`config.mk`:
```
export PLATFORM = sky130hd
export DESIGN_NAME = pcpi_top
export DESIGN_NICKNAME = d
export VERILOG_FILES = /design/src/rtl/pcpi_top.v /design/src/rtl/pcpi_channel.v
export VERILOG_INCLUDE_DIRS = /design/src /design/src/rtl
export SDC_FILE = /design/constraint.sdc
export NUM_CORES = 1
export LEC_CHECK = 0
export BUFFER_PORTS_ARGS = -buffer_cell sky130_fd_sc_hd__buf_2
export CAP_MARGIN = 5
export CORE_AREA = 2 2 174 244
export CTS_CLUSTER_DIAMETER = 30
export DETAILED_ROUTE_END_ITERATION = 7
export DIE_AREA = 0 0 176 246
export PLACE_DENSITY = 0.82
export REMOVE_ABC_BUFFERS = 1
export SYNTH_ARGS = -nofsm -noshare
export SYNTH_HDL_FRONTEND = slang
export SYNTH_SLANG_ARGS = --single-unit
```
`constraint.sdc`:
```
create_clock -name clk_sys -period 9.5 [get_ports clk_sys]
set_clock_uncertainty 0.05 [all_clocks]
set_input_delay 1.425 -clock clk_sys [delete_from_list [all_inputs] [get_ports clk_sys]]
set_output_delay 1.425 -clock clk_sys [all_outputs]
set_load 0.02 [all_outputs]
```
`src/rtl/pcpi_defines.vh`:
```
// constants for the peak current pwm block with powerstage interlock
// included by the top-level design file only; holds definitions only
`ifndef PCPI_DEFINES_VH
`define PCPI_DEFINES_VH

`define PCPI_ADDR_CTRL 4'h0
`define PCPI_ADDR_PERIOD 4'h1
`define PCPI_ADDR_IREF 4'h2
`define PCPI_ADDR_SLOPE 4'h3
`define PCPI_ADDR_BLANK 4'h4
`define PCPI_ADDR_DEAD 4'h5
`define PCPI_ADDR_BPER 4'h6
`define PCPI_ADDR_BDUTY 4'h7
`define PCPI_ADDR_STATUS 4'h8

`define PCPI_CTRL_BURST_EN 0
`define PCPI_CTRL_LOCK_EN 1
`define PCPI_CTRL_ENPIN_EN 2
`define PCPI_CTRL_ENPIN_HI 3
`define PCPI_CTRL_POL0 4
`define PCPI_CTRL_COMP0 8
`define PCPI_CTRL_IDLE0 12

`define PCPI_RST_CTRL 32'h0000_0002
`define PCPI_RST_PERIOD 16'h03E7
`define PCPI_RST_BLANK 16'h000A
`define PCPI_RST_DEAD 16'h0005
`define PCPI_RST_BPER 16'h000A

`endif

```
`src/rtl/pcpi_top.v`:
```
// peak current pwm with slope ramp, blanking, burst and powerstage interlock
// assumes a same-clock avalon-mm master; comparator and enable are async pins
// Operation
// - every period starts with output on
// - output off when current exceeds reference
// - off decision from comparator versus dac
// - dac updates synchronised to period timer
// - zero reference forces outputs passive
// - reference falls by slope times elapsed time
// - zero slope keeps reference constant
// - comparator ignored during blanking interval
// - polarity selects active output level
// - dead time between complementary edges
// - three channels, single or complementary
// - burst alternates idle and running periods
// - burst enable switches burst controller
// - outputs disabled until enable rising edge
// - disabled outputs driven to passive level
// - no interlock means always enabled
// - active low status pin goes zero
// - active high status pin goes one
// - status pin indicative only, optional
//
// The implementer's own choices: the address map and the Avalon-MM interface to the registers.
`timescale 1ns/1ps
`include "pcpi_defines.vh"
module pcpi_top #(
    parameter NCH = 3,
    parameter DW = 16
) (
    input wire clk_sys,
    input wire arst_n,
    input wire [3:0] avs_address,
    input wire avs_read,
    input wire avs_write,
    input wire [31:0] avs_writedata,
    output reg [31:0] avs_readdata,
    output reg avs_waitrequest,
    input wire [NCH-1:0] comp_trip,
    input wire en_in,
    output reg [NCH-1:0] pwm_out,
    output reg [NCH-1:0] pwm_out_n,
    output reg [DW-1:0] dac_code,
    output reg dac_load,
    output reg en_status,
    output reg en_status_oe_n
);
    reg [31:0] ctrl_q;
    reg [DW-1:0] period_q, iref_q, slope_q, blank_q, dead_q, bper_q, bduty_q;
    reg [DW-1:0] cnt_q, ramp_q, bcnt_q;
    reg [NCH-1:0] cs1_q, cs2_q, trip_q;
    reg en1_q, en2_q, en3_q, unlock_q, brun_q, ack_q;
    wire [NCH-1:0] ch_a, ch_b;

    wire wrap = (cnt_q >= period_q);
    wire blanked = (cnt_q < blank_q);
    wire burst_wrap = (bcnt_q >= bper_q);
    wire pwm_en = ~ctrl_q[`PCPI_CTRL_LOCK_EN] | unlock_q;
    wire run = pwm_en & (iref_q != {DW{1'b0}}) & (brun_q | ~ctrl_q[`PCPI_CTRL_BURST_EN]);
    wire [DW:0] ramp_next = {1'b0, ramp_q} + {1'b0, slope_q};
    wire [DW-1:0] ramp_sat = ramp_next[DW] ? {DW{1'b1}} : ramp_next[DW-1:0];
    wire [DW-1:0] ref_eff = (ramp_q >= iref_q) ? {DW{1'b0}} : (iref_q - ramp_q);
    wire bus_req = (avs_read | avs_write) & avs_waitrequest & ~ack_q;

    // single-cycle wait: answer comes on the edge after the request is seen
    always @(posedge clk_sys or negedge arst_n) begin
        if (!arst_n) begin
            ack_q <= 1'b0;
            avs_waitrequest <= 1'b1;
            avs_readdata <= 32'h0000_0000;
            ctrl_q <= `PCPI_RST_CTRL;
            period_q <= `PCPI_RST_PERIOD;
            iref_q <= {DW{1'b0}};
            slope_q <= {DW{1'b0}};
            blank_q <= `PCPI_RST_BLANK;
            dead_q <= `PCPI_RST_DEAD;
            bper_q <= `PCPI_RST_BPER;
            bduty_q <= {DW{1'b0}};
        end else begin
            ack_q <= bus_req;
            avs_waitrequest <= ~bus_req;
            // a write lands on the edge at which the master sees waitrequest low
            if (avs_write && !avs_waitrequest) begin
                case (avs_address)
                    `PCPI_ADDR_CTRL: ctrl_q <= avs_writedata;
                    `PCPI_ADDR_PERIOD: period_q <= avs_writedata[DW-1:0];
                    `PCPI_ADDR_IREF: iref_q <= avs_writedata[DW-1:0];
                    `PCPI_ADDR_SLOPE: slope_q <= avs_writedata[DW-1:0];
                    `PCPI_ADDR_BLANK: blank_q <= avs_writedata[DW-1:0];
                    `PCPI_ADDR_DEAD: dead_q <= avs_writedata[DW-1:0];
                    `PCPI_ADDR_BPER: bper_q <= avs_writedata[DW-1:0];
                    `PCPI_ADDR_BDUTY: bduty_q <= avs_writedata[DW-1:0];
                    default: ;
                endcase
            end
            if (bus_req && avs_read) begin
                case (avs_address)
                    `PCPI_ADDR_CTRL: avs_readdata <= ctrl_q;
                    `PCPI_ADDR_PERIOD: avs_readdata <= {{(32-DW){1'b0}}, period_q};
                    `PCPI_ADDR_IREF: avs_readdata <= {{(32-DW){1'b0}}, iref_q};
                    `PCPI_ADDR_SLOPE: avs_readdata <= {{(32-DW){1'b0}}, slope_q};
                    `PCPI_ADDR_BLANK: avs_readdata <= {{(32-DW){1'b0}}, blank_q};
                    `PCPI_ADDR_DEAD: avs_readdata <= {{(32-DW){1'b0}}, dead_q};
                    `PCPI_ADDR_BPER: avs_readdata <= {{(32-DW){1'b0}}, bper_q};
                    `PCPI_ADDR_BDUTY: avs_readdata <= {{(32-DW){1'b0}}, bduty_q};
                    `PCPI_ADDR_STATUS: avs_readdata <= {8'h00, {(8-NCH){1'b0}}, trip_q,
                        8'h00, 1'b0, brun_q, run, unlock_q, ref_eff[DW-1:DW-4]};
                    default: avs_readdata <= 32'h0000_0000;
                endcase
            end
        end
    end

    // period timer, slope ramp and dac feed
    always @(posedge clk_sys or negedge arst_n) begin
        if (!arst_n) begin
            cnt_q <= {DW{1'b0}};
            ramp_q <= {DW{1'b0}};
            dac_code <= {DW{1'b0}};
            dac_load <= 1'b0;
        end else begin
            if (wrap) begin
                cnt_q <= {DW{1'b0}};
                ramp_q <= {DW{1'b0}};
            end else begin
                cnt_q <= cnt_q + {{(DW-1){1'b0}}, 1'b1};
                // a zero slope also flushes a ramp left from an earlier setting
                ramp_q <= (slope_q == {DW{1'b0}}) ? {DW{1'b0}} : ramp_sat;
            end
            dac_code <= ref_eff;
            dac_load <= 1'b1;
        end
    end

    // burst controller: running share of each burst period set by duty
    always @(posedge clk_sys or negedge arst_n) begin
        if (!arst_n) begin
            bcnt_q <= {DW{1'b0}};
            brun_q <= 1'b0;
        end else if (!ctrl_q[`PCPI_CTRL_BURST_EN]) begin
            bcnt_q <= {DW{1'b0}};
            brun_q <= 1'b1;
        end else if (wrap) begin
            bcnt_q <= burst_wrap ? {DW{1'b0}} : bcnt_q + {{(DW-1){1'b0}}, 1'b1};
            // duty is a fraction of full scale compared against period position
            brun_q <= ({bcnt_q, {DW{1'b0}}} < (bduty_q * (bper_q + {{(DW-1){1'b0}}, 1'b1})));
        end
    end

    // interlock enable input synchroniser and rising edge latch
    always @(posedge clk_sys or negedge arst_n) begin
        if (!arst_n) begin
            // samples start high so an enable already high at reset is no edge
            en1_q <= 1'b1;
            en2_q <= 1'b1;
            en3_q <= 1'b1;
            unlock_q <= 1'b0;
            en_status <= 1'b0;
            en_status_oe_n <= 1'b1;
        end else begin
            en1_q <= en_in;
            en2_q <= en1_q;
            en3_q <= en2_q;
            if (en2_q && !en3_q)
                unlock_q <= 1'b1;
            en_status_oe_n <= ~ctrl_q[`PCPI_CTRL_ENPIN_EN];
            en_status <= ctrl_q[`PCPI_CTRL_ENPIN_HI] ? unlock_q : ~unlock_q;
        end
    end

    genvar gi;
    generate
        for (gi = 0; gi < NCH; gi = gi + 1) begin : g_ch
            always @(posedge clk_sys or negedge arst_n) begin
                if (!arst_n) begin
                    cs1_q[gi] <= 1'b0;
                    cs2_q[gi] <= 1'b0;
                    trip_q[gi] <= 1'b0;
                end else begin
                    cs1_q[gi] <= comp_trip[gi];
                    cs2_q[gi] <= cs1_q[gi];
                    if (wrap)
                        trip_q[gi] <= 1'b0;
                    else if (cs2_q[gi] && !blanked)
                        trip_q[gi] <= 1'b1;
                end
            end
            pcpi_channel #(.DW(DW)) u_ch (
                .clk_sys(clk_sys),
                .arst_n(arst_n),
                .active(~trip_q[gi]),
                .run(run),
                .comp_mode(ctrl_q[`PCPI_CTRL_COMP0 + gi]),
                // channel drives its polarity input while not tripped, so invert it:
                // the configured level belongs to the tripped (current above) state
                .polarity(~ctrl_q[`PCPI_CTRL_POL0 + gi]),
                .idle_lvl(ctrl_q[`PCPI_CTRL_IDLE0 + gi]),
                .dead_cnt(dead_q),
                .out_a(ch_a[gi]),
                .out_b(ch_b[gi])
            );
        end
    endgenerate

    always @(posedge clk_sys or negedge arst_n) begin
        if (!arst_n) begin
            pwm_out <= {NCH{1'b0}};
            pwm_out_n <= {NCH{1'b0}};
        end else begin
            pwm_out <= ch_a;
            pwm_out_n <= ch_b;
        end
    end
endmodule

```
`src/rtl/pcpi_channel.v`:
```
// one output channel: single output or complementary pair with dead time
// assumes the raw active level is synchronous to clk_sys
`timescale 1ns/1ps
module pcpi_channel #(
    parameter DW = 16
) (
    input wire clk_sys,
    input wire arst_n,
    input wire active,
    input wire run,
    input wire comp_mode,
    input wire polarity,
    input wire idle_lvl,
    input wire [DW-1:0] dead_cnt,
    output reg out_a,
    output reg out_b
);
    reg [DW-1:0] cnt_q;
    reg last_q;
    wire settle = (cnt_q == {DW{1'b0}});

    always @(posedge clk_sys or negedge arst_n) begin
        if (!arst_n) begin
            cnt_q <= {DW{1'b0}};
            last_q <= 1'b0;
            out_a <= 1'b0;
            out_b <= 1'b0;
        end else begin
            last_q <= active;
            if (active != last_q)
                cnt_q <= dead_cnt;
            else if (!settle)
                cnt_q <= cnt_q - {{(DW-1){1'b0}}, 1'b1};
            if (!run) begin
                out_a <= idle_lvl;
                out_b <= idle_lvl;
            end else if (!comp_mode) begin
                out_a <= active ? polarity : ~polarity;
                out_b <= idle_lvl;
            end else begin
                // both sides stay inactive until the dead time has run out
                out_a <= (active && settle && active == last_q) ? polarity : ~polarity;
                out_b <= (!active && settle && active == last_q) ? polarity : ~polarity;
            end
        end
    end
endmodule

```
Word level (Yosys, flattened, before mapping):

Index checks and enable logic that the tools add are counted.

* latch bits: 0
* RAM bits: 0
* memories kept: 0
* bits of input ports: 44
* output and inout bits: 58
* ROM bits: 0
* flip-flop bits (word level): 322

* divide/modulo/power cells: 0
* shift-type cells: 0
* mux-type cells: 45
* reduce and logical (&&, ||, !) cells: 38
* add/sub/neg operators: 8
* multipliers: 1
* order comparisons: 5
* bitwise operators: 19
* equal/unequal tests: 18

Operators by type and width (number)
* one-hot mux 32 bit (9 select lines): 1
* 2-to-1 mux 16 bit: 14
* logical NOT 16 bit: 4
* >= comparator 16 bit: 3
* subtractor 16 x 1 -> 16 bit, second input constant: 3
* adder 16 x 1 -> 16 bit, second input constant: 2
* less-than comparator 32 bit: 1
* multiplier 16 x 17 -> 32 bit: 1
* 2-to-1 mux 1 bit: 30
* logical AND 1 bit: 18
* adder 16 x 1 -> 17 bit, second input constant: 1
* adder 16 x 16 -> 17 bit: 1
* equality test 4 x 3 -> 1 bit, second input constant: 4
* less-than comparator 16 bit: 1
* AND reduction 2 bit: 8
* nonzero test 16 bit: 1
* subtractor 16 bit: 1
* NOT 1 bit: 12
* equality test 4 x 2 -> 1 bit, second input constant: 2
* != test 2 bit, second input constant: 3
* nonzero test 2 bit: 3
* bitwise AND 1 bit: 4
* equality test 4 x 1 -> 1 bit, second input constant: 1
* equality test 4 bit, second input constant: 1
* other kinds (6): 14

Logic depth before layout (Yosys ltp):

Gate-level depths: netlist of the first run.

* depth in word-level cells: 6
* mapped depth: 37
* gate-level depth less buffers: 36

Cells and area by module:

A second synthesis of the first run with hierarchy kept.

* cells, all modules: 2757
* area total of the unflattened synthesis: 26424.1 um^2

By module, submodules not included
* pcpi_top: area each 22955.8 um^2, sequential area each 6656.4 um^2, times used 1, cells an instance 2358
* pcpi_channel: area each 1156.1 um^2, sequential area each 475.5 um^2, times used 3, cells an instance 133

Worst setup path before layout of the first run:

No wires, ideal clock.

* path kind: register to register
* start: reg bper_q[3]
* end: reg brun_q
* clock period less this slack: 8.701 ns
* data arrival time: 8.513 ns
* buffers on the path: 2
* stages on the path, launching flop included: 36
* data required time: 9.312 ns
* setup slack: 0.799 ns
* library setup time: 0.138 ns
* cell sequence: dfstp_2 inv_1 nor3_1 nand3_1 nor4_1 xnor2_1 clkbuf_1 nand2_1 fa_1 fa_1 inv_1 fa_1 fa_1 fa_1 inv_1 fa_1 inv_1 ha_1 clkbuf_1 a21oi_1 o21ai_0 a2111oi_0 o31ai_1 o21ai_0 a31oi_1 and4_1 nor3_1 ha_1 nand4_1 nor3_1 o211ai_1 nor4_1 and4_1 nand4_1 a2111oi_0 a21oi_1

* cells in the longest elaborated chain, start to end: 5

Ends and longest elaborated chain
* from (decl): line pcpi_top.v:49 `reg [DW-1:0] period_q, iref_q, slope_q, blank_q, dead_q, bper_q, bduty_q;`
* from (signal assigned): line pcpi_top.v:77 `` bper_q <= `PCPI_RST_BPER; ``
* from (signal assigned): line pcpi_top.v:91 `` `PCPI_ADDR_BPER: bper_q <= avs_writedata[DW-1:0]; ``
* adder 16 x 1 -> 17 bit: line pcpi_top.v:146 `brun_q <= ({bcnt_q, {DW{1'b0}}} < (bduty_q * (bper_q + {{(DW-1){1'b0}}, 1'b1})));`
* multiplier 16 x 17 -> 32 bit: line pcpi_top.v:146
* less-than comparator 32 bit: line pcpi_top.v:146
* 2-to-1 mux 1 bit: line pcpi_top.v:143 `end else if (wrap) begin`
* 2-to-1 mux 1 bit: line pcpi_top.v:140 `` end else if (!ctrl_q[`PCPI_CTRL_BURST_EN]) begin ``
* to (signal assigned): line pcpi_top.v:146
* to (decl): line pcpi_top.v:52 `reg en1_q, en2_q, en3_q, unlock_q, brun_q, ack_q;`

Every way passes these cells. The select of a mux whose other input is x is not followed.
A chain may end at the register's enable or synchronous reset.

Final worst setup path of the first run:

Same ends and word-level chain as after synthesis.

==> flow_summary.ini, run 1 <==
[logic_synthesis]
ys_ff_latch = 322
yosys.area_share.xor_xnor_pct = 3.626
postSynthCellCount = 2752
synth_top_family_by_area = adder cells
yosys.area_share.simple_pct = 15.87
synth_ff_type = dfrtp_1
synthTopCellsByArea = dfrtp_1 (29%), fa_1 (16%), ha_1 (9.7%)
synth_area_leader_cell = dfrtp_1
ys_warn_count = 0
seq_area_frac_synth_pct = 30.98
async_reset_ff_share_pct = 100.0
synth_compound_area_share_pct = 10.21
ys_types = 65
synthAdderAreaFrac_pct = 25.73
synth_area_per_cell_um2 = 9.480
synthMuxAreaShare_pct = 6.801
netlist_area_mm2 = 0.02609
synth_top_area_share_pct = 28.97
synth-edff-count = 0

[finish]
n_fill_cell = 2994
final_util_pct = 70.54
synthToLayoutAreaGrowth_pct = 11.04
final_cell_count_no_fill = 3415
layout-drive-gt1-share_pct = 15.52
layout_commonest_cell = inv_1
layout.nets = 3295
layout_common_cells = inv_1 (360), nand2_1 (350), dfrtp_1 (302)

[cts]
clk_latency_ps = 550
cts_max_level = 2
cts_buffers = 44
max-clock-path-buffers = 3
cts_tree = yes
clockRootBuffer = clkbuf_16
path_clk_slew_ps = 60
cts_sinks = 322

[setup_path]
slowest_stage = fa_1
cpMostUsedCell = fa_1
slowest_delay_ps = 590
cp_top_family = adder cells
crit_type = register to register
cp.buffers_inverters = 5
cp-start-kind = register
critPathMaxFanout = 16
crit_arrival_ps = 9600
end_kind = register
cp.required_ps = 9850

[routing]
first_iter_violations = 1741
avgViaCountPerCell = 6.287
antenna_left = 0
first_pass_iters = 7
num_vias = 21470
wire_per_inst_um = 23.08
drcViolationCount = 0
routed_wl_mm = 78.83

[job]
maxCapViolations = 0

[grt]
grt_pass1_wl_mm = 123.2
antenna_found_initial = 3
grt-ovfl-total = 0
grtUsageMet2_pct = 63.66
track_usage_pct = 37.21
grt_max_degree = 116
grt_use_met1_pct = 40.02
grt_pass1_vias = 22790
grt.busiest_layer = met2
use_met3_pct = 7.238

[timing]
worstMarginPinSlew_ps = 1251
setup_viol = 0
fmax_mhz = 108.2
slew_headroom_pct = 16.20
hold_viol = 0
timing.hold.ws_ps = 302.4
fin_crit_sh_pct = 97.31
drv_slew = 0
post-route-worst-setup-slack_ps = 255.8
fin_crit_ps = 9244

[outcome]
status = finished clean

[power_and_ir_drop]
combPwrFrac_pct = 61.7
sw_frac_of_total_pct = 49.44
power_switching_mw = 5.174
pwr-share-seq_pct = 22.8
clkPwrFrac_pct = 15.5
p_per_area_mw_per_mm2 = 361.3
design_power_total_mw = 10.47
p_int_mw = 5.291
vdd_drop_max_uv = 259.6
leakagePower_nw = 14.19

[placement]
io_buffer_count = 101
dp_hpwl_mm = 57.50
dp_cells = 3324
gp_congestion = 0.9988
preCtsSetupSlack_ps = 31.72

[floorplanning]
pin_count = 102
fp.dieArea_mm2 = 0.04330
core_area_mm2 = 0.04107
chipWidth_um = 176
rows = 88
start_util_pct = 63.52
die_h_um = 246

[min_path]
hold_path.class = register to register
-- power by group through the flow --
stage | clock network (mW) | registers [mW] | logic (mW)
finish | 1.62 | 2.39 | 6.46
global route | 1.68 | 2.41 | 7.18
CTS | 1.63 | 2.36 | 6.19
detailed placement | 0 | 2.37 | 6.12
global placement | 0 | 2.35 | 5.89
floorplan | 0 | 2.23 | 4.28
-- through the flow --
| step | instance area [µm²] | TNS, ps |
|---|---|---|
| 3_3_place_gp | 27220 | 0 |
| 3_5_place_dp | 27220 | 0 |
| 2_1_floorplan | 25670 | 0 |
| 5_1_grt | 28970 | -67.06 |
| 6_report | 28970 | 0 |
| 4_1_cts | 28690 | 0 |
-- cells in the mapped netlist (4+ instances only) --
master / n
dfrtp_1: 302
nand3_1: 70
mux2_2: 144
o31ai_1: 16
or3_1: 28
o211ai_1: 7
inv_1: 360
a2111oi_0: 4
and3_1: 14
clkbuf_1: 100
ha_1: 202
a222oi_1: 11
buf_1: 8
o22ai_1: 13
nor2b_1: 25
nand2b_1: 21
mux2i_1: 13
nand4b_1: 4
o41ai_1: 4
and4_1: 7
a21o_1: 37
fa_1: 209
xnor2_1: 68
or2_2: 9
nor3b_1: 7
a211o_1: 6
a22oi_1: 30
a21oi_1: 126
a211oi_1: 9
o21ai_0: 104
dfstp_2: 20
nor3_1: 44
xor2_1: 40
a221oi_1: 6
and2_1: 113
o21a_1: 13
nor4_1: 24
nand4_1: 21
nand2_1: 352
nor2_1: 104
a31oi_1: 18
or4_1: 4
-- repair_timing --
action	CTS	global route
hold buffers	0	0
buffers inserted	0	9
pin swaps	0	14
resized for setup	2	43
setup endpoints to repair	1	1
-- path summary, 6_finish.rpt --
check / depth (start not counted) / from / slack [ps] / to
worst max-delay path: 35 / bper_q[3]$_DFFE_PN1P_ / 260 / brun_q$_DFFE_PN0P_
worst min-delay path: 0 / g_ch[1].u_ch.out_b$_DFF_PN0_ / 300 / pwm_out_n[1]$_DFF_PN0_
worst max register to register: 35 / bper_q[3]$_DFFE_PN1P_ / 260 / brun_q$_DFFE_PN0P_
worst min register to register: 0 / g_ch[1].u_ch.out_b$_DFF_PN0_ / 300 / pwm_out_n[1]$_DFF_PN0_
max in group asynchronous: 2 / arst_n / 7000 / iref_q[12]$_DFFE_PN0P_
min in group asynchronous: 1 / arst_n / 850 / ctrl_q[25]$_DFFE_PN0P_
-- layer usage --
metal	wire length (µm)	up-vias	share of wire, %
met5	24	-	0.030
met4	7717	4	9.8
met3	6215	419	7.9
met2	38680	1083	49
met1	26200	10610	33
li1	-	9355	-
-- area by class of cell --
type                    instances  area (µm²)  area share (%)
multi-input cells            1961       16480           56.90
inverters                     360        1351           4.665
flip-flops and latches        322        8083           27.90
clock inverters                27       276.5          0.9545
well taps                     540       675.6           2.332
repair buffers                151       923.4           3.187
clock buffers                  52        1172           4.047
diodes                          2       5.005         0.01728
-- state kept, by name, indices dropped and copies added, names as in the netlist, 3 cells and up --
register and cells:
period_q 16, cs2_q 3, g_ch.u_ch.out_a 3, cs1_q 3, avs_readdata 32, iref_q 16
blank_q 16, bper_q 16, bduty_q 16, slope_q 16, bcnt_q 16, cnt_q 16
ctrl_q 32, trip_q 3, dac_code 16, pwm_out_n 3, g_ch.u_ch.out_b 3, pwm_out 3
dead_q 16, g_ch.u_ch.last_q 3, g_ch.u_ch.cnt_q 48, ramp_q 16
-- cells by family (layout without fill, tap and decap cells) --
group                    after synthesis  after routing
AO/OA/AOI/OAI                        426            426
flip-flops                           322            322
buffers and inverters                469            590
multiplexers                         159            159
XOR/XNOR                             108            108
adder cells (fa/ha/maj)              411            411
AND/OR/NAND/NOR                      856            856
other                                  1              3
-- worst reg2reg max path, delay by kind of cell (launching register included) --
kind,cells,cell delay [ps]
buffers and inverters,5,500
AO/OA/AOI/OAI,6,1050
flip-flops,1,580
adder cells (fa/ha/maj),8,3700
XOR/XNOR,1,160
AND/OR/NAND/NOR,15,3050
(Power assumes the default switching activity.)
==> inputs of run 2 (changes only) <==
Settings changed: REMOVE_ABC_BUFFERS 1 to default.
==> run 2 against run 1 <==
- the run now ends with design-rule violations left
- combinational power up 3.4%
- wire length increased by 5.9%
- die area did not move
- total power grew 5.9%
- critical path depth shrank 4
- worst setup slack improved by 100 ps
- register-to-register slack better by 100 ps
- global-route usage rose by 2.3 points
- via count increased by 2.6%
- final cell count rose by 0.88%
- critical path type unchanged
- largest power group unchanged
- highest routed layer unchanged
==> flow_summary.ini, run 2 (same netlist as run 1, synthesis figures left out) <==
[cts]
cts_buffers = 52
clockRootBuffer = clkbuf_16
cts_tree = yes
path_clk_slew_ps = 60
cts_sinks = 322
clk_latency_ps = 590
max-clock-path-buffers = 3
cts_max_level = 2

[floorplanning]
start_util_pct = 63.52
chipWidth_um = 176
die_h_um = 246
core_area_mm2 = 0.04107
pin_count = 102
rows = 88
fp.dieArea_mm2 = 0.04330

[finish]
largest_register_ff_count = 48
final_cell_count_no_fill = 3445
layout-drive-gt1-share_pct = 15.94
layout_commonest_cell = inv_1
layout.nets = 3312
synthToLayoutAreaGrowth_pct = 12.59
regMostFlops = g_ch.u_ch.cnt_q
register_area_mm2 = 0.008084
n_fill_cell = 2851
layout_common_cells = inv_1 (360), nand2_1 (352), dfrtp_1 (301)
reg.largest.list = g_ch.u_ch.cnt_q: 48 flops, avs_readdata: 32 flops, ctrl_q: 32 flops
multi_input_area_mm2 = 0.01641
final_util_pct = 71.52
final_area_mm2 = 0.02937

[job]
maxCapViolations = 0

[grt]
grt_max_degree = 120
grt_pass1_wl_mm = 128.9
antenna_found_initial = 9
grt-ovfl-total = 0
grt_pass1_vias = 22690
track_usage_pct = 39.47

[routing]
wire_per_inst_um = 24.24
routed_wl_mm = 83.50
first_pass_iters = 8
first_iter_violations = 2090
antenna_left = 0
num_vias = 22020
avgViaCountPerCell = 6.392
drcViolationCount = 3

[power_and_ir_drop]
power_switching_mw = 5.529
vdd_drop_max_uv = 331.5
pwr-share-seq_pct = 22.0
design_power_total_mw = 11.09
leakagePower_nw = 14.40
clkPwrFrac_pct = 17.7
sw_frac_of_total_pct = 49.87
p_int_mw = 5.556
combPwrFrac_pct = 60.3
p_per_area_mw_per_mm2 = 377.4

[setup_path]
critPathMaxFanout = 16
crit_arrival_ps = 9530
slowest_delay_ps = 600
cp.required_ps = 9890
cp-start-kind = register
cpMostUsedCell = fa_1
slowest_stage = fa_1
crit_type = register to register
r2r_slack_ps = 360
end_kind = register

[timing]
hold_viol = 0
fin_crit_sh_pct = 96.22
drv_slew = 0
timing.hold.ws_ps = 297.4
fmax_mhz = 109.4
fin_tns_setup_ps = 0
setup_viol = 0
fin_crit_ps = 9141
post-route-worst-setup-slack_ps = 359.1
slew_headroom_pct = 16.22
worstMarginPinSlew_ps = 1253

[min_path]
hold_path.class = register to register

[placement]
io_buffer_count = 101
dpl_cell_area_mm2 = 0.02721
preCtsSetupSlack_ps = 23.31
gp_congestion = 1.018
dp_cells = 3325
dp_hpwl_mm = 60.28

[logic_synthesis]
synth_fp_nets = 3207

[outcome]
violations = design-rule violations
status = finished, violations left
run 2: cell types whose count changed in the layout (fill, tap and decap cells not counted), sizes merged:
cell,delta
buf,+10
bufinv,+4
clkinv,+5
diode,+4
clkbuf,+10
inv,-3
run 2: worst max-delay path: cells and delay by family (launching register included):
kind            cells  cell delay [ps]
fa+ha+maj           9             4140
compound gates      8             1990
simple gates        8             1410
buf+inv             5              630
flops               1              590
xor+xnor            1              180
run 2: power groups by stage:
stage	clock [mW]	sequential (mW)	combinational, mW
finish	1.96	2.44	6.68
global route	2.03	2.47	7.36
CTS	1.97	2.40	6.38
detailed placement	0	2.41	6.27
global placement	0	2.39	6.09
floorplan	0	2.17	4.41
run 2: area by class of cell:
cell class | count | share of cell area, %
multi-input combinational | 1961 | 55.85
inverter | 360 | 4.600
timing repair buffer | 160 | 3.416
clock inverter | 33 | 1.516
antenna | 6 | 0.05111
clock buffer | 63 | 4.741
tap | 540 | 2.300
sequential | 322 | 27.52
run 2: per-layer routing:
metal,vias up,routed length (µm),GRT usage [%],part of all wire [%]
met2,1316,39520,64.09,47
li1,9405,-,-,-
met4,8,7826,31.62,9.4
met3,451,7882,10.57,9.4
met5,-,110,1.273,0.13
met1,10840,28160,43.60,34
run 2: worst paths after layout:
kind,startpoint,end,cells after the start
hold / removal,g_ch[1].u_ch.out_b$_DFF_PN0_,pwm_out_n[1]$_DFF_PN0_,0
setup reg to reg,bper_q[1]$_DFFE_PN1P_,brun_q$_DFFE_PN0P_,31
max in group asynchronous,arst_n,ctrl_q[24]$_DFFE_PN0P_,2
hold reg to reg,g_ch[1].u_ch.out_b$_DFF_PN0_,pwm_out_n[1]$_DFF_PN0_,0
setup / recovery,bper_q[1]$_DFFE_PN1P_,brun_q$_DFFE_PN0P_,31
min in group asynchronous,arst_n,dac_code[7]$_DFF_PN0_,1
run 2: timing repair:
action | in CTS | in global routing
cloned | 0 | 2
setup buffers | 0 | 14
endpoints found under the setup margin | 1 | 1
gates resized for setup | 2 | 33
pin swaps | 0 | 10
hold buffers | 0 | 0
